--- config.mk ---
export PLATFORM = sky130hd
export DESIGN_NAME = ods_top
export DESIGN_NICKNAME = d
export VERILOG_FILES = /design/src/logic/ods_pkg.sv /design/src/logic/ods_strap_scan.sv /design/src/logic/ods_strap_decode.sv /design/src/logic/ods_top.sv
export SDC_FILE = /design/constraint.sdc
export NUM_CORES = 1
export LEC_CHECK = 0
export BUFFER_PORTS_ARGS = -buffer_cell sky130_fd_sc_hd__buf_2
export CELL_PAD_IN_SITES_DETAIL_PLACEMENT = 0
export CELL_PAD_IN_SITES_GLOBAL_PLACEMENT = 1
export CORE_ASPECT_RATIO = 0.8
export CORE_UTILIZATION = 40
export CTS_BUF_LIST = sky130_fd_sc_hd__clkbuf_4 sky130_fd_sc_hd__clkbuf_8 sky130_fd_sc_hd__clkbuf_16
export CTS_CLUSTER_SIZE = 14
export DETAILED_ROUTE_END_ITERATION = 10
export PLACE_DENSITY = 0.83
export SKIP_CTS_REPAIR_TIMING = 1
export SLEW_MARGIN = 5
export SYNTH_ARGS = -nofsm -noshare
export SYNTH_HDL_FRONTEND = slang
export SYNTH_SLANG_ARGS = --single-unit
--- constraint.sdc ---
create_clock -name I_MCLK -period 2.6 [get_ports I_MCLK]
set_clock_uncertainty 0.2 [all_clocks]
set_input_delay 0.26 -clock I_MCLK [delete_from_list [all_inputs] [get_ports I_MCLK]]
set_output_delay 0.26 -clock I_MCLK [all_outputs]
set_load 0.02 [all_outputs]
--- src/logic/ods_pkg.sv ---
package ods_pkg;
    // Bus and map geometry
    localparam int ADDR_W = 12;
    localparam int IDX_W = 10;
    localparam logic [IDX_W-1:0] IDX_LO0 = 10'h142;
    localparam logic [IDX_W-1:0] IDX_LO_EXT = 10'h150;
    localparam logic [IDX_W-1:0] IDX_HI0 = 10'h242;
    localparam logic [IDX_W-1:0] IDX_HI1 = 10'h243;
    localparam logic [IDX_W-1:0] IDX_HI2 = 10'h246;
    localparam logic [IDX_W-1:0] IDX_STRAP = 10'h300;
    localparam logic [IDX_W-1:0] IDX_STATUS = 10'h301;
    localparam int NUM_LO = 8;
    localparam int NUM_HI = 3;
    // Low-group control fields
    localparam int LO_FMT_LSB = 0;
    localparam int LO_PD_BIT = 2;
    // High-group control fields
    localparam int HI_ON_BIT = 0;
    localparam int HI_STR_BIT = 1;
    localparam int HI_POL_LSB = 2;
    localparam int HI_FMT_LSB = 4;
    localparam int HI_FS_BIT = 7;
    // Format codes
    localparam logic [1:0] LO_HSTL = 2'h0;
    localparam logic [1:0] LO_LVDS = 2'h1;
    localparam logic [1:0] LO_CMOS18 = 2'h2;
    localparam logic [2:0] HI_HSTL = 3'h0;
    localparam logic [2:0] HI_CMOS18 = 3'h1;
    localparam logic [2:0] HI_LVDS = 3'h2;
    localparam logic [2:0] HI_HCSL = 3'h3;
    localparam logic [2:0] HI_CMOSFS = 3'h4;
    // Reference receiver codes
    localparam logic [1:0] RX_XTAL = 2'h0;
    localparam logic [1:0] RX_CMOS = 2'h1;
    localparam logic [1:0] RX_DIFF = 2'h2;
    // Reset values
    localparam logic [7:0] LO_RST = 8'h04;
    localparam logic [7:0] HI_RST = 8'h00;
    // Strap scan
    localparam int NUM_STRAPS = 4;
    localparam int STRAP_W = 3;
    localparam int CLK_NS = 20;
    localparam int SETTLE_NS = 2000;
    localparam int SETTLE_CYC = (SETTLE_NS + CLK_NS - 1) / CLK_NS;
    localparam int CNT_W = 8;
endpackage : ods_pkg

--- src/logic/ods_strap_scan.sv ---
module ods_strap_scan (
    // Clock and reset
    input wire logic i_clk,
    input wire logic i_rst_b,
    // Sense front end
    input wire logic [2:0] i_level,
    output logic [1:0] o_sel,
    // Results
    output logic [11:0] o_states,
    output logic o_done,
    output logic o_done_pulse
);
    typedef enum logic [2:0] {
        ODS_SETTLE = 3'h1,
        ODS_SAMPLE = 3'h2,
        ODS_DONE = 3'h4
    } ods_scan_t;

    ods_scan_t state;
    logic [ods_pkg::CNT_W-1:0] cnt;
    wire settled = (cnt == ods_pkg::CNT_W'(ods_pkg::SETTLE_CYC - 1));
    wire last_pin = (o_sel == 2'(ods_pkg::NUM_STRAPS - 1));

    // Each pin is selected, allowed to settle, then sampled; reset restarts it
    always_ff @(posedge i_clk) begin
        if (!i_rst_b) begin
            state <= ODS_SETTLE;
            cnt <= '0;
            o_sel <= 2'h0;
            o_states <= 12'h000;
            o_done_pulse <= 1'b0;
        end else begin
            o_done_pulse <= 1'b0;
            case (state)
                ODS_SETTLE: begin
                    cnt <= settled ? '0 : cnt + 1'b1;
                    if (settled) state <= ODS_SAMPLE;
                end
                ODS_SAMPLE: begin
                    o_states[o_sel*ods_pkg::STRAP_W +: ods_pkg::STRAP_W] <= i_level;
                    if (last_pin) begin
                        state <= ODS_DONE;
                        o_done_pulse <= 1'b1;
                    end else begin
                        o_sel <= o_sel + 2'h1;
                        state <= ODS_SETTLE;
                    end
                end
                ODS_DONE: state <= ODS_DONE;
                default: state <= ODS_SETTLE;
            endcase
        end
    end

    assign o_done = (state == ODS_DONE);
endmodule : ods_strap_scan

--- src/logic/ods_strap_decode.sv ---
module ods_strap_decode (
    // Scanned states
    input wire logic [2:0] i_ref,
    input wire logic [2:0] i_last,
    input wire logic [2:0] i_a,
    input wire logic [2:0] i_b,
    // Decoded defaults
    output logic [1:0] o_ref_ab,
    output logic [1:0] o_ref_c,
    output logic o_int_src_c,
    output logic o_frac_dbl,
    output logic [7:0] o_lo_reg,
    output logic [7:0] o_hi_reg,
    output logic [7:0] o_last_reg,
    output logic o_last_src_ref
);
    wire ab_xtal = (i_ref == 3'h0) || (i_ref == 3'h4);
    wire ab_diff = (i_ref == 3'h3) || (i_ref == 3'h6) || (i_ref == 3'h7);
    wire off = (i_a == 3'h0) && (i_b == 3'h0);
    wire last_cmos = !i_last[2];

    // Receiver setup and integer PLL source select
    assign o_ref_ab = ab_xtal ? ods_pkg::RX_XTAL : (ab_diff ? ods_pkg::RX_DIFF : ods_pkg::RX_CMOS);
    assign o_ref_c = (i_ref == 3'h4 || i_ref == 3'h6) ? ods_pkg::RX_XTAL : ods_pkg::RX_CMOS;
    assign o_int_src_c = i_ref[2];
    assign o_frac_dbl = !(i_ref == 3'h2 || i_ref == 3'h3);
    // First ten outputs: disabled for the all-zero pair, otherwise HSTL and on
    assign o_lo_reg = off ? ods_pkg::LO_RST : {6'h00, ods_pkg::LO_HSTL};
    assign o_hi_reg = off ? ods_pkg::HI_RST : {1'b0, ods_pkg::HI_HSTL, 4'h1};
    // Last output: full-swing CMOS below state 4, LVDS from state 4 up
    assign o_last_reg = last_cmos ? {1'b1, ods_pkg::HI_CMOSFS, 4'h1}
                                  : {1'b0, ods_pkg::HI_LVDS, 4'h1};
    assign o_last_src_ref = (i_last == 3'h0);
endmodule : ods_strap_decode

--- src/logic/ods_top.sv ---
// What this block does
// - Each low-group driver has a power-down bit, first at 0x142 bit 2.
// - Each high-group driver has an enable bit, first at 0x242 bit 0.
// - Each low-group driver has a two-bit format field at bits 1:0.
// - Low-group 1.8 V CMOS drops termination and drives pins in antiphase.
// - High-group drivers have a three-bit format field at bits 6:4.
// - In CMOS, bit 7 picks 1.8 V swing or supply swing.
// - In CMOS, bits 3:2 set the polarity the driver applies.
// - In LVDS, bit 1 picks 3.5 mA or 4.5 mA.
// - In full-swing CMOS bit 1 picks low strength; 1.8 V CMOS always low.
// - All four strap pins are scanned after every reset.
// - Each scan resolves one of eight states, setting that pin's function.
// - States 0-3 pull down, 4-7 pull up, four resistor values.
// - Reference strap sets receiver setup and integer PLL source.
// - Reference strap sets the fractional doubler enable; the integer doubler enable is held off.
// - Last-output strap sets frequency, format and source of last output.
// - The two remaining straps set fractional translation and first ten outputs.
// - Last output: state 0 25 MHz CMOS from reference, 4-7 LVDS.
//
// The Avalon-MM interface to the registers was decided locally.
module ods_top (
    // Clock and reset
    input wire logic I_MCLK,
    input wire logic I_RST_B,
    // Avalon-MM slave
    input wire logic [ods_pkg::ADDR_W-1:0] I_AVS_ADDRESS,
    input wire logic I_AVS_READ,
    input wire logic I_AVS_WRITE,
    input wire logic [31:0] I_AVS_WRITEDATA,
    input wire logic [3:0] I_AVS_BYTEENABLE,
    output logic [31:0] O_AVS_READDATA,
    output logic O_AVS_WAITREQUEST,
    // Strap sense front end
    input wire logic [2:0] I_STRAP_LEVEL,
    output logic [1:0] O_STRAP_SEL,
    // Low-group driver controls
    output logic [7:0] O_LO_PD,
    output logic [15:0] O_LO_FMT,
    output logic [7:0] O_LO_TERM_ON,
    output logic [7:0] O_LO_ANTIPHASE,
    // High-group driver controls
    output logic [2:0] O_HI_ON,
    output logic [8:0] O_HI_FMT,
    output logic [2:0] O_HI_FULL_SWING,
    output logic [5:0] O_HI_POL,
    output logic [2:0] O_HI_LVDS_4P5MA,
    output logic [2:0] O_HI_LOW_STRENGTH,
    // Strap derived configuration
    output logic [1:0] O_REF_AB_CFG,
    output logic [1:0] O_REF_C_CFG,
    output logic O_INT_PLL_SRC_C,
    output logic O_FRAC_DBL_EN,
    output logic O_INT_DBL_EN,
    output logic O_LAST_SRC_REF,
    output logic [2:0] O_LAST_FREQ_SEL,
    output logic [5:0] O_FRAC_CFG,
    output logic O_STRAP_DONE
);
    // True for either CMOS code of a high-group format field
    function automatic logic hi_cmos(input logic [2:0] f);
        hi_cmos = (f == ods_pkg::HI_CMOS18) || (f == ods_pkg::HI_CMOSFS);
    endfunction : hi_cmos

    // Register index of low-group driver n
    function automatic logic [ods_pkg::IDX_W-1:0] lo_idx(input int n);
        lo_idx = (n == 0) ? ods_pkg::IDX_LO0 : ods_pkg::IDX_W'(ods_pkg::IDX_LO_EXT + n - 1);
    endfunction : lo_idx

    logic [7:0] lo_reg [ods_pkg::NUM_LO];
    logic [7:0] hi_reg [ods_pkg::NUM_HI];
    logic ack;
    logic [11:0] strap_states;
    logic scan_done;
    logic scan_pulse;
    logic [1:0] dec_ref_ab;
    logic [1:0] dec_ref_c;
    logic dec_int_src_c;
    logic dec_frac_dbl;
    logic [7:0] dec_lo;
    logic [7:0] dec_hi;
    logic [7:0] dec_last;
    logic dec_last_src;

    // Strap scanner: sequenced over a shared sense path after each reset
    ods_strap_scan u_scan (
        .i_clk(I_MCLK),
        .i_rst_b(I_RST_B),
        .i_level(I_STRAP_LEVEL),
        .o_sel(O_STRAP_SEL),
        .o_states(strap_states),
        .o_done(scan_done),
        .o_done_pulse(scan_pulse)
    );

    // Strap state translation
    ods_strap_decode u_dec (
        .i_ref(strap_states[2:0]),
        .i_last(strap_states[5:3]),
        .i_a(strap_states[8:6]),
        .i_b(strap_states[11:9]),
        .o_ref_ab(dec_ref_ab),
        .o_ref_c(dec_ref_c),
        .o_int_src_c(dec_int_src_c),
        .o_frac_dbl(dec_frac_dbl),
        .o_lo_reg(dec_lo),
        .o_hi_reg(dec_hi),
        .o_last_reg(dec_last),
        .o_last_src_ref(dec_last_src)
    );

    // Bus decode; byte address is four times the register index
    wire req = I_AVS_READ || I_AVS_WRITE;
    wire aligned = (I_AVS_ADDRESS[1:0] == 2'h0);
    wire [ods_pkg::IDX_W-1:0] idx = I_AVS_ADDRESS[ods_pkg::ADDR_W-1:2];
    wire wr_go = I_AVS_WRITE && ack && aligned && I_AVS_BYTEENABLE[0];
    wire hit_hi0 = aligned && (idx == ods_pkg::IDX_HI0);
    wire hit_hi1 = aligned && (idx == ods_pkg::IDX_HI1);
    wire hit_hi2 = aligned && (idx == ods_pkg::IDX_HI2);
    wire hit_strap = aligned && (idx == ods_pkg::IDX_STRAP);
    wire hit_stat = aligned && (idx == ods_pkg::IDX_STATUS);
    logic [ods_pkg::NUM_LO-1:0] hit_lo;
    logic [ods_pkg::NUM_HI-1:0] hit_hi;
    assign hit_hi = {hit_hi2, hit_hi1, hit_hi0};

    // Requests stall until the strap defaults are in place, then answer in one cycle
    assign O_AVS_WAITREQUEST = req && !ack;

    // One-cycle acknowledge; never raised while the scan is still running
    always_ff @(posedge I_MCLK) begin
        if (!I_RST_B) begin
            ack <= 1'b0;
        end else begin
            ack <= req && !ack && scan_done;
        end
    end

    // Low-group register file; the scan default overrides any earlier write
    for (genvar n = 0; n < ods_pkg::NUM_LO; n++) begin : g_lo
        assign hit_lo[n] = aligned && (idx == lo_idx(n));
        always_ff @(posedge I_MCLK) begin
            if (!I_RST_B) begin
                lo_reg[n] <= ods_pkg::LO_RST;
            end else if (scan_pulse) begin
                lo_reg[n] <= dec_lo;
            end else if (wr_go && hit_lo[n]) begin
                lo_reg[n] <= I_AVS_WRITEDATA[7:0];
            end
        end
    end

    // High-group register file; the last output takes its own strap default
    for (genvar h = 0; h < ods_pkg::NUM_HI; h++) begin : g_hi
        always_ff @(posedge I_MCLK) begin
            if (!I_RST_B) begin
                hi_reg[h] <= ods_pkg::HI_RST;
            end else if (scan_pulse) begin
                hi_reg[h] <= (h == ods_pkg::NUM_HI - 1) ? dec_last : dec_hi;
            end else if (wr_go && hit_hi[h]) begin
                hi_reg[h] <= I_AVS_WRITEDATA[7:0];
            end
        end
    end

    // Read mux; unmapped or unaligned addresses read as zero
    logic [7:0] rd_lo;
    always_comb begin
        rd_lo = 8'h00;
        for (int n = 0; n < ods_pkg::NUM_LO; n++) begin
            if (hit_lo[n]) rd_lo = lo_reg[n];
        end
    end
    wire [31:0] rd_val = hit_hi0 ? {24'h000000, hi_reg[0]}
                       : hit_hi1 ? {24'h000000, hi_reg[1]}
                       : hit_hi2 ? {24'h000000, hi_reg[2]}
                       : hit_strap ? {20'h00000, strap_states}
                       : hit_stat ? {31'h00000000, scan_done}
                       : {24'h000000, rd_lo};

    // Read data stands in the cycle where waitrequest drops
    always_ff @(posedge I_MCLK) begin
        if (!I_RST_B) begin
            O_AVS_READDATA <= 32'h00000000;
        end else if (I_AVS_READ && !ack && scan_done) begin
            O_AVS_READDATA <= rd_val;
        end
    end

    // Derived driver controls, decoded combinationally per driver
    logic [7:0] next_lo_pd;
    logic [15:0] next_lo_fmt;
    logic [7:0] next_lo_cmos;
    logic [2:0] next_hi_on;
    logic [8:0] next_hi_fmt;
    logic [2:0] next_hi_fs;
    logic [5:0] next_hi_pol;
    logic [2:0] next_hi_4p5;
    logic [2:0] next_hi_low;
    always_comb begin
        logic [2:0] f;
        f = 3'h0;
        for (int n = 0; n < ods_pkg::NUM_LO; n++) begin
            next_lo_pd[n] = lo_reg[n][ods_pkg::LO_PD_BIT];
            next_lo_fmt[2*n +: 2] = lo_reg[n][ods_pkg::LO_FMT_LSB +: 2];
            next_lo_cmos[n] = (lo_reg[n][ods_pkg::LO_FMT_LSB +: 2] == ods_pkg::LO_CMOS18);
        end
        for (int h = 0; h < ods_pkg::NUM_HI; h++) begin
            f = hi_reg[h][ods_pkg::HI_FMT_LSB +: 3];
            next_hi_on[h] = hi_reg[h][ods_pkg::HI_ON_BIT];
            next_hi_fmt[3*h +: 3] = f;
            // Swing is qualified by format so a stray bit 7 cannot leak into HSTL or LVDS
            next_hi_fs[h] = hi_cmos(f) && hi_reg[h][ods_pkg::HI_FS_BIT];
            next_hi_pol[2*h +: 2] = hi_cmos(f) ? hi_reg[h][ods_pkg::HI_POL_LSB +: 2] : 2'h0;
            next_hi_4p5[h] = (f == ods_pkg::HI_LVDS) && hi_reg[h][ods_pkg::HI_STR_BIT];
            next_hi_low[h] = (f == ods_pkg::HI_CMOS18)
                          || ((f == ods_pkg::HI_CMOSFS) && hi_reg[h][ods_pkg::HI_STR_BIT]);
        end
    end

    // Output flops for the driver controls
    always_ff @(posedge I_MCLK) begin
        if (!I_RST_B) begin
            O_LO_PD <= 8'hFF;
            O_LO_FMT <= 16'h0000;
            O_LO_TERM_ON <= 8'hFF;
            O_LO_ANTIPHASE <= 8'h00;
            O_HI_ON <= 3'h0;
            O_HI_FMT <= 9'h000;
            O_HI_FULL_SWING <= 3'h0;
            O_HI_POL <= 6'h00;
            O_HI_LVDS_4P5MA <= 3'h0;
            O_HI_LOW_STRENGTH <= 3'h0;
        end else begin
            O_LO_PD <= next_lo_pd;
            O_LO_FMT <= next_lo_fmt;
            O_LO_TERM_ON <= ~next_lo_cmos;
            O_LO_ANTIPHASE <= next_lo_cmos;
            O_HI_ON <= next_hi_on;
            O_HI_FMT <= next_hi_fmt;
            O_HI_FULL_SWING <= next_hi_fs;
            O_HI_POL <= next_hi_pol;
            O_HI_LVDS_4P5MA <= next_hi_4p5;
            O_HI_LOW_STRENGTH <= next_hi_low;
        end
    end

    // Strap configuration outputs, latched once per scan
    always_ff @(posedge I_MCLK) begin
        if (!I_RST_B) begin
            O_REF_AB_CFG <= ods_pkg::RX_XTAL;
            O_REF_C_CFG <= ods_pkg::RX_CMOS;
            O_INT_PLL_SRC_C <= 1'b0;
            O_FRAC_DBL_EN <= 1'b0;
            O_INT_DBL_EN <= 1'b0;
            O_LAST_SRC_REF <= 1'b0;
            O_LAST_FREQ_SEL <= 3'h0;
            O_FRAC_CFG <= 6'h00;
        end else if (scan_pulse) begin
            O_REF_AB_CFG <= dec_ref_ab;
            O_REF_C_CFG <= dec_ref_c;
            O_INT_PLL_SRC_C <= dec_int_src_c;
            O_FRAC_DBL_EN <= dec_frac_dbl;
            O_INT_DBL_EN <= 1'b0;
            O_LAST_SRC_REF <= dec_last_src;
            O_LAST_FREQ_SEL <= strap_states[5:3];
            O_FRAC_CFG <= strap_states[11:6];
        end
    end

    assign O_STRAP_DONE = scan_done;

    // Each low driver's controls trail its register by one edge
    for (genvar n = 0; n < ods_pkg::NUM_LO; n++) begin : g_lo_chk

    end

    // Each high driver; strength and swing bits only count in the formats that use them
    for (genvar h = 0; h < ods_pkg::NUM_HI; h++) begin : g_hi_chk

    end
endmodule : ods_top

==> flow_summary.toml <==
[logic_synthesis]
ys_top_cells_by_area = "edfxtp_1, dfxtp_1, and2_1"
synthArstFlopShare_pct = 0
synth.most_common_cell = "dfxtp_1"
synth-seq-cells = 209
synthCells = 856
synth_edf_count = 88
synthTopCellsByCount = "dfxtp_1, and2_1, edfxtp_1, nand2_1, nor2_1"
synthFlopType = "dfxtp_1"
synthDistinctLibCells = 76
ys_warn_count = 0
synth_top_area_share_pct = 28.9
netlist_area_sq_um = 9160
synth-seq-area-share_pct = 55.3
avgSynthCellArea_sq_um = 10.7
yosys.area.top_type = "edfxtp_1"

[min_path]
worstHoldPathType = "in -> reg"
worstHoldPathCells = 4

[floorplanning]
die_x_um = 171
boundaryPins = 175
rows = 49
die_h_um = 137
start_util_pct = 40.8
coreArea_sq_um = 22400
dieArea_sq_um = 23500

[grt]
grt_pass1_wl_um = 36900
gr-usage-all-layers_pct = 21.0
antenna_found_initial = 1
grt_start_max_net_pins = 98
overflow = 0
grt_pass1_vias = 6245

[clock_tree]
htree_levels = 1
numCtsBuffers = 22
clk_latency_ns = 0.50
cts_tree = "done"
cts.clk_slew.worst_paths_ns = 0.06
cts_root_buffer = "clkbuf_16"
cts_max_path_buffers = 3
clock-sinks = 209

[status]
violations = "hold timing"
status = "complete, but fails checks"

[finish]
largest_reg_flops = 64
drive_above_1_share_pct = 24.0
fin_nets = 1064
nFillCells = 2126
areaGrowthSynthToFinish_pct = 18.9

[worst_setup_path]
start_kind = "flop"
r2r_cells = 5
slowest_delay_ns = 0.39
critPathTopFamily = "simple AND/OR/NAND/NOR gates"
critPathRequiredTime_ns = 2.55
cp_num_cells = 5
worstSetupPathType = "reg -> reg"
worstPathCellList = "and3_1 > nand3_1 > or2_4 > nor3_4 > nand2b_1"
arrival_ns = 2.16
crit_path_end_kind = "flop"
path_buf_inv = 0
worstPathMaxFanout = 8
crit_slowest_cell = "nand2b_1"

[detailed_routing]
drt-initial-drc-count = 632
wl_per_cell_um = 18.7
via_per_inst = 5.16
vias = 6829
first_pass_iters = 5
antenna_left = 0
wirelength_um = 24800
drcViolationCount = 0

[sta]
hold_viol = 1
setup_violations = 0
fmax_mhz = 453
tightest_slew_ns = 0.531
fin_setup_tns_ns = 0
final_max_slew_viol_count = 0
period_share_pct = 84.8
timing.final.crit_period_ns = 2.21
fin_hold_ws_ns = -0.0267
rsz0062_at_grt = "false"
slew_headroom_pct = 64.6

[flow_run]
maxCapViolations = 0

[power]
powerDensity_nw_per_um2 = 646
ir_drop_uv = 427
p_leak_uw = 0.00438

[place]
io_buffers = 125
dpl.hpwl_um = 17500
gp_congestion = 0.928
cells in the final DEF, fill, tap and decap left out, drive strengths merged, types with 4 or more instances in the layout:
| cell | netlist | final |
|---|---|---|
| o221ai | 6 | 6 |
| a22oi | 5 | 5 |
| ha | 7 | 7 |
| a31oi | 9 | 9 |
| xnor2 | 5 | 5 |
| mux2i | 17 | 17 |
| inv | 23 | 23 |
| a21o | 4 | 4 |
| and2 | 93 | 93 |
| nor2b | 31 | 31 |
| nand2b | 24 | 24 |
| and3 | 26 | 26 |
| nor3 | 18 | 18 |
| nand2 | 62 | 62 |
| nor4b | 5 | 5 |
| nand3 | 19 | 19 |
| dlygate4sd3 | 0 | 4 |
| a21boi | 19 | 19 |
| o21ai | 36 | 36 |
| dfxtp | 121 | 121 |
| mux2 | 9 | 9 |
| buf | 42 | 169 |
| nor3b | 7 | 7 |
| nand4 | 20 | 20 |
| a211oi | 4 | 4 |
| nand3b | 5 | 5 |
| nor2 | 36 | 36 |
| o32ai | 5 | 5 |
| edfxtp | 88 | 88 |
| conb | 1 | 22 |
| a21oi | 27 | 27 |
| clkinv | 0 | 10 |
| clkbuf | 30 | 28 |
| o22ai | 12 | 12 |
| nor4 | 5 | 5 |
| a32o | 4 | 4 |
worst reg2reg max path: stages (launching register included):
cell and delay [ns]:
dfxtp_1 0.37, and3_1 0.21, nand3_1 0.16, or2_4 0.36, nor3_4 0.18, nand2b_1 0.39
area by class of cell:
cell class / instances / area (sq um) / share of cell area [%]
flip-flops and latches: 209 / 5060 / 46.5
multi-input cells: 573 / 3680 / 33.8
repair buffers: 173 / 1010 / 9.26
clock buffers: 28 / 613 / 5.63
well taps: 306 / 383 / 3.52
inverters: 23 / 86.3 / 0.793
clock inverters: 11 / 55.1 / 0.505
diodes: 1 / 2.50 / 0.0230
power breakdown:
part / internal, uW / switching (uW)
Clock: 1670 / 1260
Sequential: 3530 / 69.5
Combinational: 164 / 334
through the flow:
stage          total power [uW]  cell area (sq um)  util [%]  worst slack [ns]  std cells
6_report                   7030              10900      48.5             0.395       1324
5_1_grt                    7270              10900      48.5             0.273       1323
4_1_cts                    7100              10800      48.3             0.400       1319
3_5_place_dp               4160              10200      45.4             0.215       1280
3_3_place_gp               4160              10200      45.4             0.256       1280
2_1_floorplan              3970               9240         -             0.291        877
final timing paths:
check / slack, ns / startpoint / end
setup / recovery: 0.39 / ack$_SDFF_PN0_ / lo_reg[0][16]$_SDFFCE_PN0P_
hold / removal: -0.03 / I_AVS_READ / ack$_SDFF_PN0_
setup reg to reg: 0.39 / ack$_SDFF_PN0_ / lo_reg[0][16]$_SDFFCE_PN0P_
hold reg to reg: 0.26 / O_AVS_READDATA[11]$_SDFFE_PN0P_ / O_AVS_READDATA[11]$_SDFFE_PN0P_
cell families (layout without fill, tap and decap cells):
group,Yosys count,count (layout),share of synthesized area [%]
compound gates,147,147,10.6
simple gates,365,365,24.1
flops,209,209,55.3
other cells,1,23,0.0409
buf+inv,95,235,5.40
xor+xnor,6,6,0.574
mux,26,26,2.96
fa+ha+maj,7,7,0.956
layer usage:
| layer | global-route usage, % | up-vias | share of wire (%) |
|---|---|---|---|
| met5 | 0 | - | 0 |
| met4 | 5.61 | 0 | 2.0 |
| met3 | 4.42 | 36 | 8.7 |
| met2 | 32.3 | 278 | 44 |
| met1 | 29.9 | 3231 | 45 |
| li1 | - | 3284 | - |
(Power assumes the default switching activity.)
